## config.mk

```make
export PLATFORM = sky130hd
export DESIGN_NAME = spdb_dma
export DESIGN_NICKNAME = d
export VERILOG_FILES = /design/src/verilog/spdb_pkg.sv /design/src/verilog/spdb_dma.sv
export SDC_FILE = /design/constraint.sdc
export NUM_CORES = 2
export LEC_CHECK = 0
export CAP_MARGIN = 20
export CORE_UTILIZATION = 50
export DETAILED_ROUTE_END_ITERATION = 12
export DONT_BUFFER_PORTS = 1
export SLEW_MARGIN = 10
export SYNTH_ARGS = -nofsm -noshare
export SYNTH_HDL_FRONTEND = slang
export SYNTH_SLANG_ARGS = --single-unit
```

## constraint.sdc

```tcl
create_clock -name i_clk -period 21.7 [get_ports i_clk]
set_clock_uncertainty 0.15 [all_clocks]
set_input_delay 0 -clock i_clk [delete_from_list [all_inputs] [get_ports i_clk]]
set_output_delay 0 -clock i_clk [all_outputs]
set_load 0.02 [all_outputs]
```

## src/verilog/spdb_pkg.sv

```systemverilog
// Constants, types and register map of the serial ping-pong DMA with baud divider
// ----------------
// How it works
// [RULE1] Bit rate is 24 MHz divided by twice the 16-bit integer period plus fraction.
// [RULE2] One fraction bit adds one unit to the doubled divisor: half-step resolution.
// [RULE3] Each channel owns buffers A and B and switches between them by itself.
// [RULE4] Bytes move between FIFO and active buffer whenever the FIFO can take or give.
// [RULE5] Unloading sets its own flag: transmit A, transmit B, receive A, receive B.
// [RULE6] A buffer is idle, pending or active; unloading returns it to idle.
// [RULE7] Software resets, programs addresses, sets up interrupts, then loads buffers.
// [RULE8] Software gives start and inclusive end address; buffers lie in RAM only.
// [RULE9] End address writes are taken while pending or active and used at once.
// [RULE10] Count is byte offset of next byte from start; plus one per byte.
// [RULE11] Transmit shares one count; receive keeps separate counts for A and B.
// [RULE12] A count holds until its buffer (transmit: either) loads or channel resets.
// [RULE13] Receive count is writable; writing it while idle also loads, keeping value.
// [RULE14] Buffer unloads once start plus count exceeds the end address.
// [RULE15] Unload test is re-made after end or count writes, allowing early unload.
// [RULE16] Channel reset bits reset their channel and clear by themselves.
// [RULE17] Loading A and B together makes A active and leaves B pending.
// [RULE18] Load bits set on one, ignore zero, read one while pending or active.
// [RULE19] After channel reset both its buffers are idle, no transfer, no pending load.
// ----------------
package spdb_pkg;

   // ----------------
   // Register byte addresses
   // ----------------
   localparam logic [31:0] ADDR_BUF_BASE = 32'h4000_C800; // 8 bytes per buffer: start, end
   localparam logic [31:0] ADDR_TX_COUNT = 32'h4000_C820;
   localparam logic [31:0] ADDR_RX_COUNT_A = 32'h4000_C824;
   localparam logic [31:0] ADDR_RX_COUNT_B = 32'h4000_C828;
   localparam logic [31:0] ADDR_STATUS = 32'h4000_C82C;
   localparam logic [31:0] ADDR_CONTROL = 32'h4000_C830;
   localparam logic [31:0] ADDR_IRQ_FLAG = 32'h4000_C840;
   localparam logic [31:0] ADDR_IRQ_MASK = 32'h4000_C844;
   localparam logic [31:0] ADDR_BAUD_PER_CH1 = 32'h4000_C868;
   localparam logic [31:0] ADDR_BAUD_FRAC_CH1 = 32'h4000_C86C;
   localparam logic [31:0] ADDR_BAUD_PER_CH3 = 32'h4000_D868;
   localparam logic [31:0] ADDR_BAUD_FRAC_CH3 = 32'h4000_D86C;

   // ----------------
   // Field positions and reset values
   // ----------------
   localparam int CTRL_LOAD_LSB = 0; // rx A, rx B, tx A, tx B
   localparam int CTRL_RX_RST_BIT = 4;
   localparam int CTRL_TX_RST_BIT = 5;
   localparam int BUF_FIELD_LSB = 3; // address bits selecting the buffer
   localparam int BUF_END_BIT = 2; // address bit choosing end over start
   localparam logic [31:0] RESET_WORD = 32'h0000_0000;
   localparam logic [15:0] RESET_BAUD_PER = 16'h0000;

   // ----------------
   // Timing: reference of the baud divider and the system clock, in MHz
   // ----------------
   localparam logic [31:0] BAUD_REF_MHZ = 32'h0000_0018;
   localparam logic [31:0] SYS_CLK_MHZ = 32'h0000_0064;

   // ----------------
   // Types
   // ----------------
   typedef enum logic [1:0] {
      ST_IDLE = 2'b00,
      ST_TX_READ = 2'b01,
      ST_RX_WRITE = 2'b10
   } spdb_state_e;

   typedef struct packed {
      logic write;
      logic [31:0] addr;
      logic [7:0] wdata;
   } spdb_mem_s;

endpackage : spdb_pkg

```

## src/verilog/spdb_dma.sv

```systemverilog
// Serial ping-pong DMA channels with APB registers and fractional baud dividers
//
// Added by the designer: the APB interface to the registers.
module spdb_dma
   import spdb_pkg::*;
(
   input wire logic i_clk,
   input wire logic i_reset,
   input wire logic i_psel,
   input wire logic i_penable,
   input wire logic i_pwrite,
   input wire logic [31:0] i_paddr,
   input wire logic [31:0] i_pwdata,
   output logic [31:0] o_prdata,
   output logic o_pready,
   output logic o_pslverr,
   output spdb_mem_s o_mem_cmd,
   output logic o_mem_valid,
   input wire logic i_mem_ack,
   input wire logic [7:0] i_mem_rdata,
   input wire logic i_tx_fifo_space,
   output logic o_tx_fifo_push,
   output logic [7:0] o_tx_fifo_data,
   input wire logic i_rx_fifo_avail,
   input wire logic [7:0] i_rx_fifo_data,
   output logic o_rx_fifo_pop,
   output logic o_baud_tick_ch1,
   output logic o_baud_tick_ch3,
   output logic o_irq
);

   // ----------------
   // Helper functions
   // ----------------
   // Unload test; 33-bit sum so a buffer near the top of memory cannot wrap
   function automatic logic past_end(input logic [31:0] beg, input logic [31:0] cnt, input logic [31:0] last);
      logic [32:0] sum;
      sum = {1'b0, beg} + {1'b0, cnt};
      past_end = sum > {1'b0, last};
   endfunction : past_end

   // One step of the fractional rate accumulator: {tick, new accumulator}
   function automatic logic [32:0] baud_step(input logic [31:0] acc, input logic [15:0] per, input logic frac);
      logic [31:0] div;
      logic [31:0] lim;
      logic [31:0] sum;
      div = {15'h0000, per, 1'b0} + {31'h0000_0000, frac}; // RULE2
      lim = 32'(SYS_CLK_MHZ * div);
      sum = acc + BAUD_REF_MHZ;
      if (div == 32'h0000_0000) begin
         baud_step = {1'b0, 32'h0000_0000};
      end else if (sum >= lim) begin
         baud_step = {1'b1, 32'(sum - lim)}; // RULE1
      end else begin
         baud_step = {1'b0, sum};
      end
   endfunction : baud_step

   // ----------------
   // State
   // ----------------
   logic [31:0] beg_reg [4]; // index 0 rx A, 1 rx B, 2 tx A, 3 tx B
   logic [31:0] end_reg [4];
   logic [31:0] tx_cnt_reg;
   logic [31:0] rx_cnt_reg [2];
   logic [3:0] loaded_reg;
   logic rx_sel_reg;
   logic tx_sel_reg;
   logic [3:0] flag_reg;
   logic [3:0] mask_reg;
   spdb_state_e state_reg;
   logic xfer_buf_reg;
   logic last_tx_reg;
   logic [15:0] per_reg [2];
   logic frac_reg [2];
   logic [31:0] acc_reg [2];

   // ----------------
   // APB decode
   // ----------------
   wire setup = i_psel & ~i_penable;
   wire access = i_psel & i_penable & o_pready;
   wire wr = access & i_pwrite;
   wire rd = access & ~i_pwrite;
   wire buf_hit = i_paddr[31:5] == ADDR_BUF_BASE[31:5];
   wire [1:0] buf_idx = i_paddr[BUF_FIELD_LSB +: 2];
   wire hit_txcnt = i_paddr == ADDR_TX_COUNT;
   wire hit_rxcnt_a = i_paddr == ADDR_RX_COUNT_A;
   wire hit_rxcnt_b = i_paddr == ADDR_RX_COUNT_B;
   wire hit_stat = i_paddr == ADDR_STATUS;
   wire hit_ctrl = i_paddr == ADDR_CONTROL;
   wire hit_flag = i_paddr == ADDR_IRQ_FLAG;
   wire hit_mask = i_paddr == ADDR_IRQ_MASK;
   wire hit_per1 = i_paddr == ADDR_BAUD_PER_CH1;
   wire hit_frac1 = i_paddr == ADDR_BAUD_FRAC_CH1;
   wire hit_per3 = i_paddr == ADDR_BAUD_PER_CH3;
   wire hit_frac3 = i_paddr == ADDR_BAUD_FRAC_CH3;
   wire mapped = buf_hit | hit_txcnt | hit_rxcnt_a | hit_rxcnt_b | hit_stat | hit_ctrl |
                 hit_flag | hit_mask | hit_per1 | hit_frac1 | hit_per3 | hit_frac3;

   // Control strobes; reset bits are never stored, so they read back zero
   wire ctrl_wr = wr & hit_ctrl;
   wire rst_rx = ctrl_wr & i_pwdata[CTRL_RX_RST_BIT]; // RULE16
   wire rst_tx = ctrl_wr & i_pwdata[CTRL_TX_RST_BIT]; // RULE16
   wire [3:0] ld_ctrl = ctrl_wr ? i_pwdata[CTRL_LOAD_LSB +: 4] : 4'h0; // RULE18
   wire rxcnt_wr_a = wr & hit_rxcnt_a;
   wire rxcnt_wr_b = wr & hit_rxcnt_b;

   // ----------------
   // Buffer states and unload test
   // ----------------
   // Active is loaded and selected; loaded but not selected is pending
   wire [3:0] act = {loaded_reg[3] & tx_sel_reg, loaded_reg[2] & ~tx_sel_reg,
                     loaded_reg[1] & rx_sel_reg, loaded_reg[0] & ~rx_sel_reg}; // RULE6

   // Evaluated every cycle, so end or count writes take effect at once
   wire [3:0] over = {past_end(beg_reg[3], tx_cnt_reg, end_reg[3]),
                      past_end(beg_reg[2], tx_cnt_reg, end_reg[2]),
                      past_end(beg_reg[1], rx_cnt_reg[1], end_reg[1]),
                      past_end(beg_reg[0], rx_cnt_reg[0], end_reg[0])}; // RULE14 RULE15 RULE9
   wire [3:0] unload = act & over; // RULE14

   // Count write on an idle receive buffer loads it as well
   wire [3:0] ld_set = ld_ctrl | {2'b00, rxcnt_wr_b & ~loaded_reg[1],
                                  rxcnt_wr_a & ~loaded_reg[0]}; // RULE13
   wire [3:0] ch_rst = {rst_tx, rst_tx, rst_rx, rst_rx};
   wire [3:0] kept = loaded_reg & ~unload;
   wire [3:0] fresh = ld_set & ~kept; // Real idle-to-loaded transitions
   wire [3:0] loaded_next = (kept | ld_set) & ~ch_rst; // RULE19 RULE6

   // Selection: first load picks A over B, an unload hands over to the other buffer
   wire rx_sel_next = rst_rx ? 1'b0 :
                      (kept[1:0] == 2'b00 && ld_set[1:0] != 2'b00) ? ~ld_set[0] : // RULE17
                      (unload[1:0] != 2'b00) ? ~rx_sel_reg : rx_sel_reg; // RULE3
   wire tx_sel_next = rst_tx ? 1'b0 :
                      (kept[3:2] == 2'b00 && ld_set[3:2] != 2'b00) ? ~ld_set[2] : // RULE17
                      (unload[3:2] != 2'b00) ? ~tx_sel_reg : tx_sel_reg; // RULE3

   // ----------------
   // Transfer requests
   // ----------------
   wire rx_go = (act[1:0] != 2'b00) & (unload[1:0] == 2'b00) & i_rx_fifo_avail & ~rst_rx; // RULE4
   wire tx_go = (act[3:2] != 2'b00) & (unload[3:2] == 2'b00) & i_tx_fifo_space & ~rst_tx; // RULE4
   wire pick_rx = rx_go & (~tx_go | last_tx_reg); // Alternate when both want the bus
   wire [31:0] rx_addr = 32'(beg_reg[{1'b0, rx_sel_reg}] + rx_cnt_reg[rx_sel_reg]); // RULE10
   wire [31:0] tx_addr = 32'(beg_reg[{1'b1, tx_sel_reg}] + tx_cnt_reg); // RULE10
   wire rx_ack = (state_reg == ST_RX_WRITE) & i_mem_ack & ~rst_rx;
   wire tx_ack = (state_reg == ST_TX_READ) & i_mem_ack & ~rst_tx;

   // Flags read back are the ones cleared, so a flag set meanwhile survives
   wire [3:0] flag_clr = (rd & hit_flag) ? o_prdata[3:0] : 4'h0;
   wire [3:0] flag_next = (flag_reg & ~flag_clr) | unload; // RULE5

   wire [32:0] step1 = baud_step(acc_reg[0], per_reg[0], frac_reg[0]);
   wire [32:0] step3 = baud_step(acc_reg[1], per_reg[1], frac_reg[1]);

   // ----------------
   // Read multiplexer
   // ----------------
   logic [31:0] rd_word;
   always_comb begin
      rd_word = RESET_WORD;
      if (buf_hit) begin
         rd_word = i_paddr[BUF_END_BIT] ? end_reg[buf_idx] : beg_reg[buf_idx];
      end else begin
         case (i_paddr)
            ADDR_TX_COUNT: rd_word = tx_cnt_reg;
            ADDR_RX_COUNT_A: rd_word = rx_cnt_reg[0];
            ADDR_RX_COUNT_B: rd_word = rx_cnt_reg[1];
            ADDR_STATUS: rd_word = {28'h000_0000, act};
            ADDR_CONTROL: rd_word = {28'h000_0000, loaded_reg}; // RULE18
            ADDR_IRQ_FLAG: rd_word = {28'h000_0000, flag_reg};
            ADDR_IRQ_MASK: rd_word = {28'h000_0000, mask_reg};
            ADDR_BAUD_PER_CH1: rd_word = {16'h0000, per_reg[0]};
            ADDR_BAUD_FRAC_CH1: rd_word = {31'h0000_0000, frac_reg[0]};
            ADDR_BAUD_PER_CH3: rd_word = {16'h0000, per_reg[1]};
            ADDR_BAUD_FRAC_CH3: rd_word = {31'h0000_0000, frac_reg[1]};
            default: rd_word = RESET_WORD;
         endcase
      end
   end

   // ----------------
   // APB answer: data latched in setup, zero wait states
   // ----------------
   always_ff @(posedge i_clk or posedge i_reset) begin
      if (i_reset) begin
         o_prdata <= RESET_WORD;
         o_pslverr <= 1'b0;
         o_pready <= 1'b0;
      end else begin
         o_pready <= 1'b1;
         if (setup) begin
            o_prdata <= rd_word;
            o_pslverr <= ~mapped;
         end
      end
   end

   // ----------------
   // Buffer address registers, writable at any time
   // ----------------
   always_ff @(posedge i_clk or posedge i_reset) begin
      if (i_reset) begin
         for (int i = 0; i < 4; i++) begin
            beg_reg[i] <= RESET_WORD;
            end_reg[i] <= RESET_WORD;
         end
      end else if (wr && buf_hit) begin
         if (i_paddr[BUF_END_BIT]) begin
            end_reg[buf_idx] <= i_pwdata; // RULE9
         end else begin
            beg_reg[buf_idx] <= i_pwdata;
         end
      end
   end

   // ----------------
   // Buffer load state and selection
   // ----------------
   always_ff @(posedge i_clk or posedge i_reset) begin
      if (i_reset) begin
         loaded_reg <= 4'h0;
         rx_sel_reg <= 1'b0;
         tx_sel_reg <= 1'b0;
      end else begin
         loaded_reg <= loaded_next; // RULE6
         rx_sel_reg <= rx_sel_next;
         tx_sel_reg <= tx_sel_next;
      end
   end

   // ----------------
   // Byte counts
   // ----------------
   // One shared transmit count; a fresh load of either buffer restarts it
   always_ff @(posedge i_clk or posedge i_reset) begin
      if (i_reset) begin
         tx_cnt_reg <= RESET_WORD;
      end else if (rst_tx || fresh[3:2] != 2'b00) begin
         tx_cnt_reg <= RESET_WORD; // RULE11 RULE12
      end else if (tx_ack) begin
         tx_cnt_reg <= tx_cnt_reg + 32'h0000_0001; // RULE10
      end
   end

   // Separate receive counts; a software write beats a byte finishing
   always_ff @(posedge i_clk or posedge i_reset) begin
      if (i_reset) begin
         rx_cnt_reg[0] <= RESET_WORD;
         rx_cnt_reg[1] <= RESET_WORD;
      end else begin
         for (int i = 0; i < 2; i++) begin
            if (rst_rx) begin
               rx_cnt_reg[i] <= RESET_WORD; // RULE12
            end else if ((i == 0 && rxcnt_wr_a) || (i == 1 && rxcnt_wr_b)) begin
               rx_cnt_reg[i] <= i_pwdata; // RULE13
            end else if (fresh[i]) begin
               rx_cnt_reg[i] <= RESET_WORD; // RULE11 RULE12
            end else if (rx_ack && xfer_buf_reg == i[0]) begin
               rx_cnt_reg[i] <= rx_cnt_reg[i] + 32'h0000_0001; // RULE10
            end
         end
      end
   end

   // ----------------
   // Transfer engine: one memory access at a time, shared by both channels
   // ----------------
   // A channel reset abandons its access; a late ack is then ignored in idle
   always_ff @(posedge i_clk or posedge i_reset) begin
      if (i_reset) begin
         state_reg <= ST_IDLE;
         o_mem_valid <= 1'b0;
         o_mem_cmd <= '0;
         o_rx_fifo_pop <= 1'b0;
         o_tx_fifo_push <= 1'b0;
         o_tx_fifo_data <= 8'h00;
         xfer_buf_reg <= 1'b0;
         last_tx_reg <= 1'b0;
      end else begin
         o_rx_fifo_pop <= 1'b0;
         o_tx_fifo_push <= 1'b0;
         case (state_reg)
            ST_IDLE: begin
               if (pick_rx) begin
                  state_reg <= ST_RX_WRITE;
                  o_mem_valid <= 1'b1;
                  o_mem_cmd <= '{write: 1'b1, addr: rx_addr, wdata: i_rx_fifo_data}; // RULE4
                  o_rx_fifo_pop <= 1'b1;
                  xfer_buf_reg <= rx_sel_reg;
                  last_tx_reg <= 1'b0;
               end else if (tx_go) begin
                  state_reg <= ST_TX_READ;
                  o_mem_valid <= 1'b1;
                  o_mem_cmd <= '{write: 1'b0, addr: tx_addr, wdata: 8'h00}; // RULE4
                  last_tx_reg <= 1'b1;
               end
            end
            ST_RX_WRITE: begin
               if (rst_rx || i_mem_ack) begin
                  state_reg <= ST_IDLE; // RULE19
                  o_mem_valid <= 1'b0;
               end
            end
            ST_TX_READ: begin
               if (rst_tx) begin
                  state_reg <= ST_IDLE; // RULE19
                  o_mem_valid <= 1'b0;
               end else if (i_mem_ack) begin
                  state_reg <= ST_IDLE;
                  o_mem_valid <= 1'b0;
                  o_tx_fifo_push <= 1'b1;
                  o_tx_fifo_data <= i_mem_rdata;
               end
            end
            default: begin
               state_reg <= ST_IDLE;
               o_mem_valid <= 1'b0;
            end
         endcase
      end
   end

   // ----------------
   // Unload flags, mask and interrupt line
   // ----------------
   // Interrupt lags the flag by one cycle, the price of a registered output
   always_ff @(posedge i_clk or posedge i_reset) begin
      if (i_reset) begin
         flag_reg <= 4'h0;
         mask_reg <= 4'h0;
         o_irq <= 1'b0;
      end else begin
         flag_reg <= flag_next; // RULE5
         if (wr && hit_mask) begin
            mask_reg <= i_pwdata[3:0];
         end
         o_irq <= |(flag_reg & mask_reg);
      end
   end

   // ----------------
   // Baud dividers for the two UART controllers
   // ----------------
   // Accumulator restarts on a write to its own period or fraction register so a new rate takes hold cleanly
   always_ff @(posedge i_clk or posedge i_reset) begin
      if (i_reset) begin
         for (int i = 0; i < 2; i++) begin
            per_reg[i] <= RESET_BAUD_PER;
            frac_reg[i] <= 1'b0;
            acc_reg[i] <= RESET_WORD;
         end
         o_baud_tick_ch1 <= 1'b0;
         o_baud_tick_ch3 <= 1'b0;
      end else begin
         if (wr && (hit_per1 || hit_per3)) begin
            per_reg[hit_per3] <= i_pwdata[15:0]; // RULE1
         end
         if (wr && (hit_frac1 || hit_frac3)) begin
            frac_reg[hit_frac3] <= i_pwdata[0]; // RULE2
         end
         acc_reg[0] <= (wr && (hit_per1 || hit_frac1)) ? RESET_WORD : step1[31:0];
         acc_reg[1] <= (wr && (hit_per3 || hit_frac3)) ? RESET_WORD : step3[31:0];
         o_baud_tick_ch1 <= step1[32];
         o_baud_tick_ch3 <= step3[32];
      end
   end

endmodule : spdb_dma

```

==> flow_summary.toml <==
[sta]
setup-tns-final_ns = 0
max_freq_mhz = 118.2
finalCriticalPeriod_ns = 8.461
setup_viol = 0
maxSlewHeadroom_pct = 19.01
drv_slew = 0
worst_pin_slew_ns = 1.215
hold_violations = 0
rsz0062_at_grt = "no"
period_share_pct = 38.99

[route]
drt-total-wl_mm = 161.0
vias_per_cell = 6.185
avgRoutedWirePerCell_um = 25.18
drt_iter0_markers = 3816
drc = 0
firstDrtPassIters = 9
drtAntennaViolNets = 0
num_vias = 39539

[die]
ioPinCount = 177
fp.dieW_um = 307.1
start_util_pct = 50.62
dieArea_mm2 = 0.09430
num_rows = 111
coreArea_mm2 = 0.09194
die_y_um = 307.1

[place]
hpwl_mm = 121.8
place.gp.congestion = 1.001
portBuffers = 0

[layout]
nFillCells = 8359
layout-drive-gt1-share_pct = 13.56
nNetsFinal = 5715
syn2layout_area_growth_pct = 10.56
mostFrequentLayoutCell = "dfrtp_1"
layout_common_cells = "dfrtp_1 (551), ha_1 (499), nor2_1 (401), mux2_2 (401), nand2_1 (383)"

[synth]
synthFlopType = "dfrtp_1"
syn_avg_cell_area_um2 = 9.199
yosysUniqueCellTypes = 95
netlist_area_mm2 = 0.04654
yosysSeqAreaShare_pct = 29.74
synth_nets = 5678
async_reset_ff_share_pct = 100.0
synth_edf_count = 0
synth.yosys.warnings = 0
ys_ff_latch = 553
synth_cells = 5059

[grt]
grt_max_degree = 144
antenna_found_initial = 12
grt_first_pass_wirelength_mm = 240.5
gr-total-overflow = 0
grt_pass1_vias = 38389
grt_util_all_layers_pct = 33.94

[min_path]
hold_path_class = "primary input to register"

[cts]
cts_buffers = 70
ctsHtreeMaxLevel = 3
ctsResizeCount = 0
cts.clk_slew.worst_paths_ns = 0.06
clock_sinks = 553
root_buffer = "clkbuf_16"
cts_tree = "yes"
clk_latency_ns = 0.65
clk_path_buf_depth = 3

[run_status]
run_status = "finished, final reports clean"

[job]
drv_cap = 0

[critical_path]
path_class = "register to register"
end_kind = "register"
critPathSlowestCell = "or4b_2"
startpoint_type = "register"
cp_max_fo = 59
cp_num_buf_inv = 4
cp_top_family = "compound AO/OA/AOI/OAI gates"
crit_arrival_ns = 8.83
slowest_delay_ns = 0.81
critPathMostFrequentCell = "o21ai_0"
cp_data_required_time_ns = 22.07

[power]
power_density_mw_per_mm2 = 52.01
p_leak_uw = 0.02546
p_total_uw = 2676
peakVddDrop_mv = 0.05399
-- cells in the mapped netlist (19+ instances only) --
library cell    n  area (um^2)
o21bai_1       32        240.2
mux2_2        401         4516
nor2b_1        43        269.0
nand4_1        84        525.5
a21oi_1       370         1852
nor2_1        406         1524
clkbuf_1      148        555.5
and2_1         24        150.1
a21o_1        126        945.9
dfrtp_1       553        13840
a31oi_1        39        244.0
o21ai_0       242         1211
and4_1         22        192.7
a211oi_1       36        270.3
mux2i_1        55        550.5
nand3_1       120        600.6
or3_1          25        156.4
buf_1          26        97.59
a222oi_1       19        190.2
fa_1           32        640.6
nand2b_1       46        287.8
nand2_1       385         1445
and3_1         46        287.8
o21a_1         41        307.8
mux4_2         64         1441
inv_1         368         1381
a22oi_1        40        300.3
xor2_1        129         1130
xnor2_1       218         1909
nor4_1         20        125.1
ha_1          499         6243
a22o_1         36        315.3
o211ai_1       22        165.2
nor3_1         88        440.4
-- per-stage QoR --
step           cell area [um^2]  hold WS, ns  std cells  setup slack, ns  util, %
2_1_floorplan             46540     -0.04456       5059            6.088        -
3_3_place_gp              47720      -0.1097       6148            13.54    51.91
3_5_place_dp              47740      -0.1017       6149            13.48    51.92
4_1_cts                   51430     0.002817       6388            13.08    55.94
5_1_grt                   51440      0.05318       6390            12.78    55.95
6_report                  51450      0.05033       6393            13.24    55.96
-- per-layer routing --
metal  part of all wire, %  track usage (%)  vias to the layer above
met5                 0.070                0                        -
li1                      -                -                    18357
met2                    43            51.74                     1564
met3                   9.9            8.387                      263
met4                   3.5            11.82                       16
met1                    43            46.76                    19339
-- cells by family (layout without fill, tap and decap cells) --
kind of cell / Yosys count / count (layout) / share of synthesized area, %
AOI/OAI and AO/OA: 1184 / 1184 / 16.44
buffers and inverters: 560 / 647 / 4.678
muxes: 520 / 520 / 13.98
and+or+nand+nor: 1363 / 1363 / 13.84
DFF: 553 / 553 / 29.74
adders and majority gates: 531 / 531 / 14.79
xor gates and xnor gates: 347 / 347 / 6.530
other: 1 / 5 / 0.008058
-- power breakdown --
part | switching, uW | total (uW) | leakage (uW) | internal [uW]
combinational | 135 | 236 | 0.0167 | 100
sequential | 107 | 1180 | 0.00757 | 1070
clock | 494 | 1260 | 0.00117 | 766
-- layout make-up --
cell class / instances / area (um^2) / area share, %
multi-input combinational: 3946 / 30650 / 59.57
inverter: 369 / 1393 / 2.707
sequential: 553 / 13840 / 26.90
antenna: 4 / 10.01 / 0.01945
clock inverter: 25 / 421.7 / 0.8195
timing repair buffer: 156 / 1574 / 3.059
tap: 1243 / 1555 / 3.023
clock buffer: 97 / 2007 / 3.901
-- tightest hold or removal path: stages --
cell and delay (ns):
nand2b_2 0.50, nand2_1 0.21, o21ai_0 0.07
-- what timing repair did --
action	4_1_cts	5_1_grt
hold buffers	117	0
setup buffers	0	0
hold endpoints to repair	626	0
setup endpoints to repair	0	0
-- path summary, 6_finish.rpt --
kind	start	endpoint	slack [ns]	cells past startpoint
worst max-delay path	tx_cnt_reg[0]$_DFFE_PP0P_	o_mem_cmd[0]$_DFFE_PP0P_	13.24	28
worst min-delay path	i_psel	o_prdata[22]$_DFFE_PP0P_	0.05	3
worst max register to register	tx_cnt_reg[0]$_DFFE_PP0P_	o_mem_cmd[0]$_DFFE_PP0P_	13.24	28
worst min register to register	end_reg[63]$_DFFE_PP0P_	end_reg[63]$_DFFE_PP0P_	0.36	1
max in group asynchronous	i_reset	o_baud_tick_ch1$_DFF_PP0_	17.85	7
min in group asynchronous	i_reset	o_tx_fifo_push$_DFF_PP0_	0.45	4
Power figures use the tool's default switching activity.
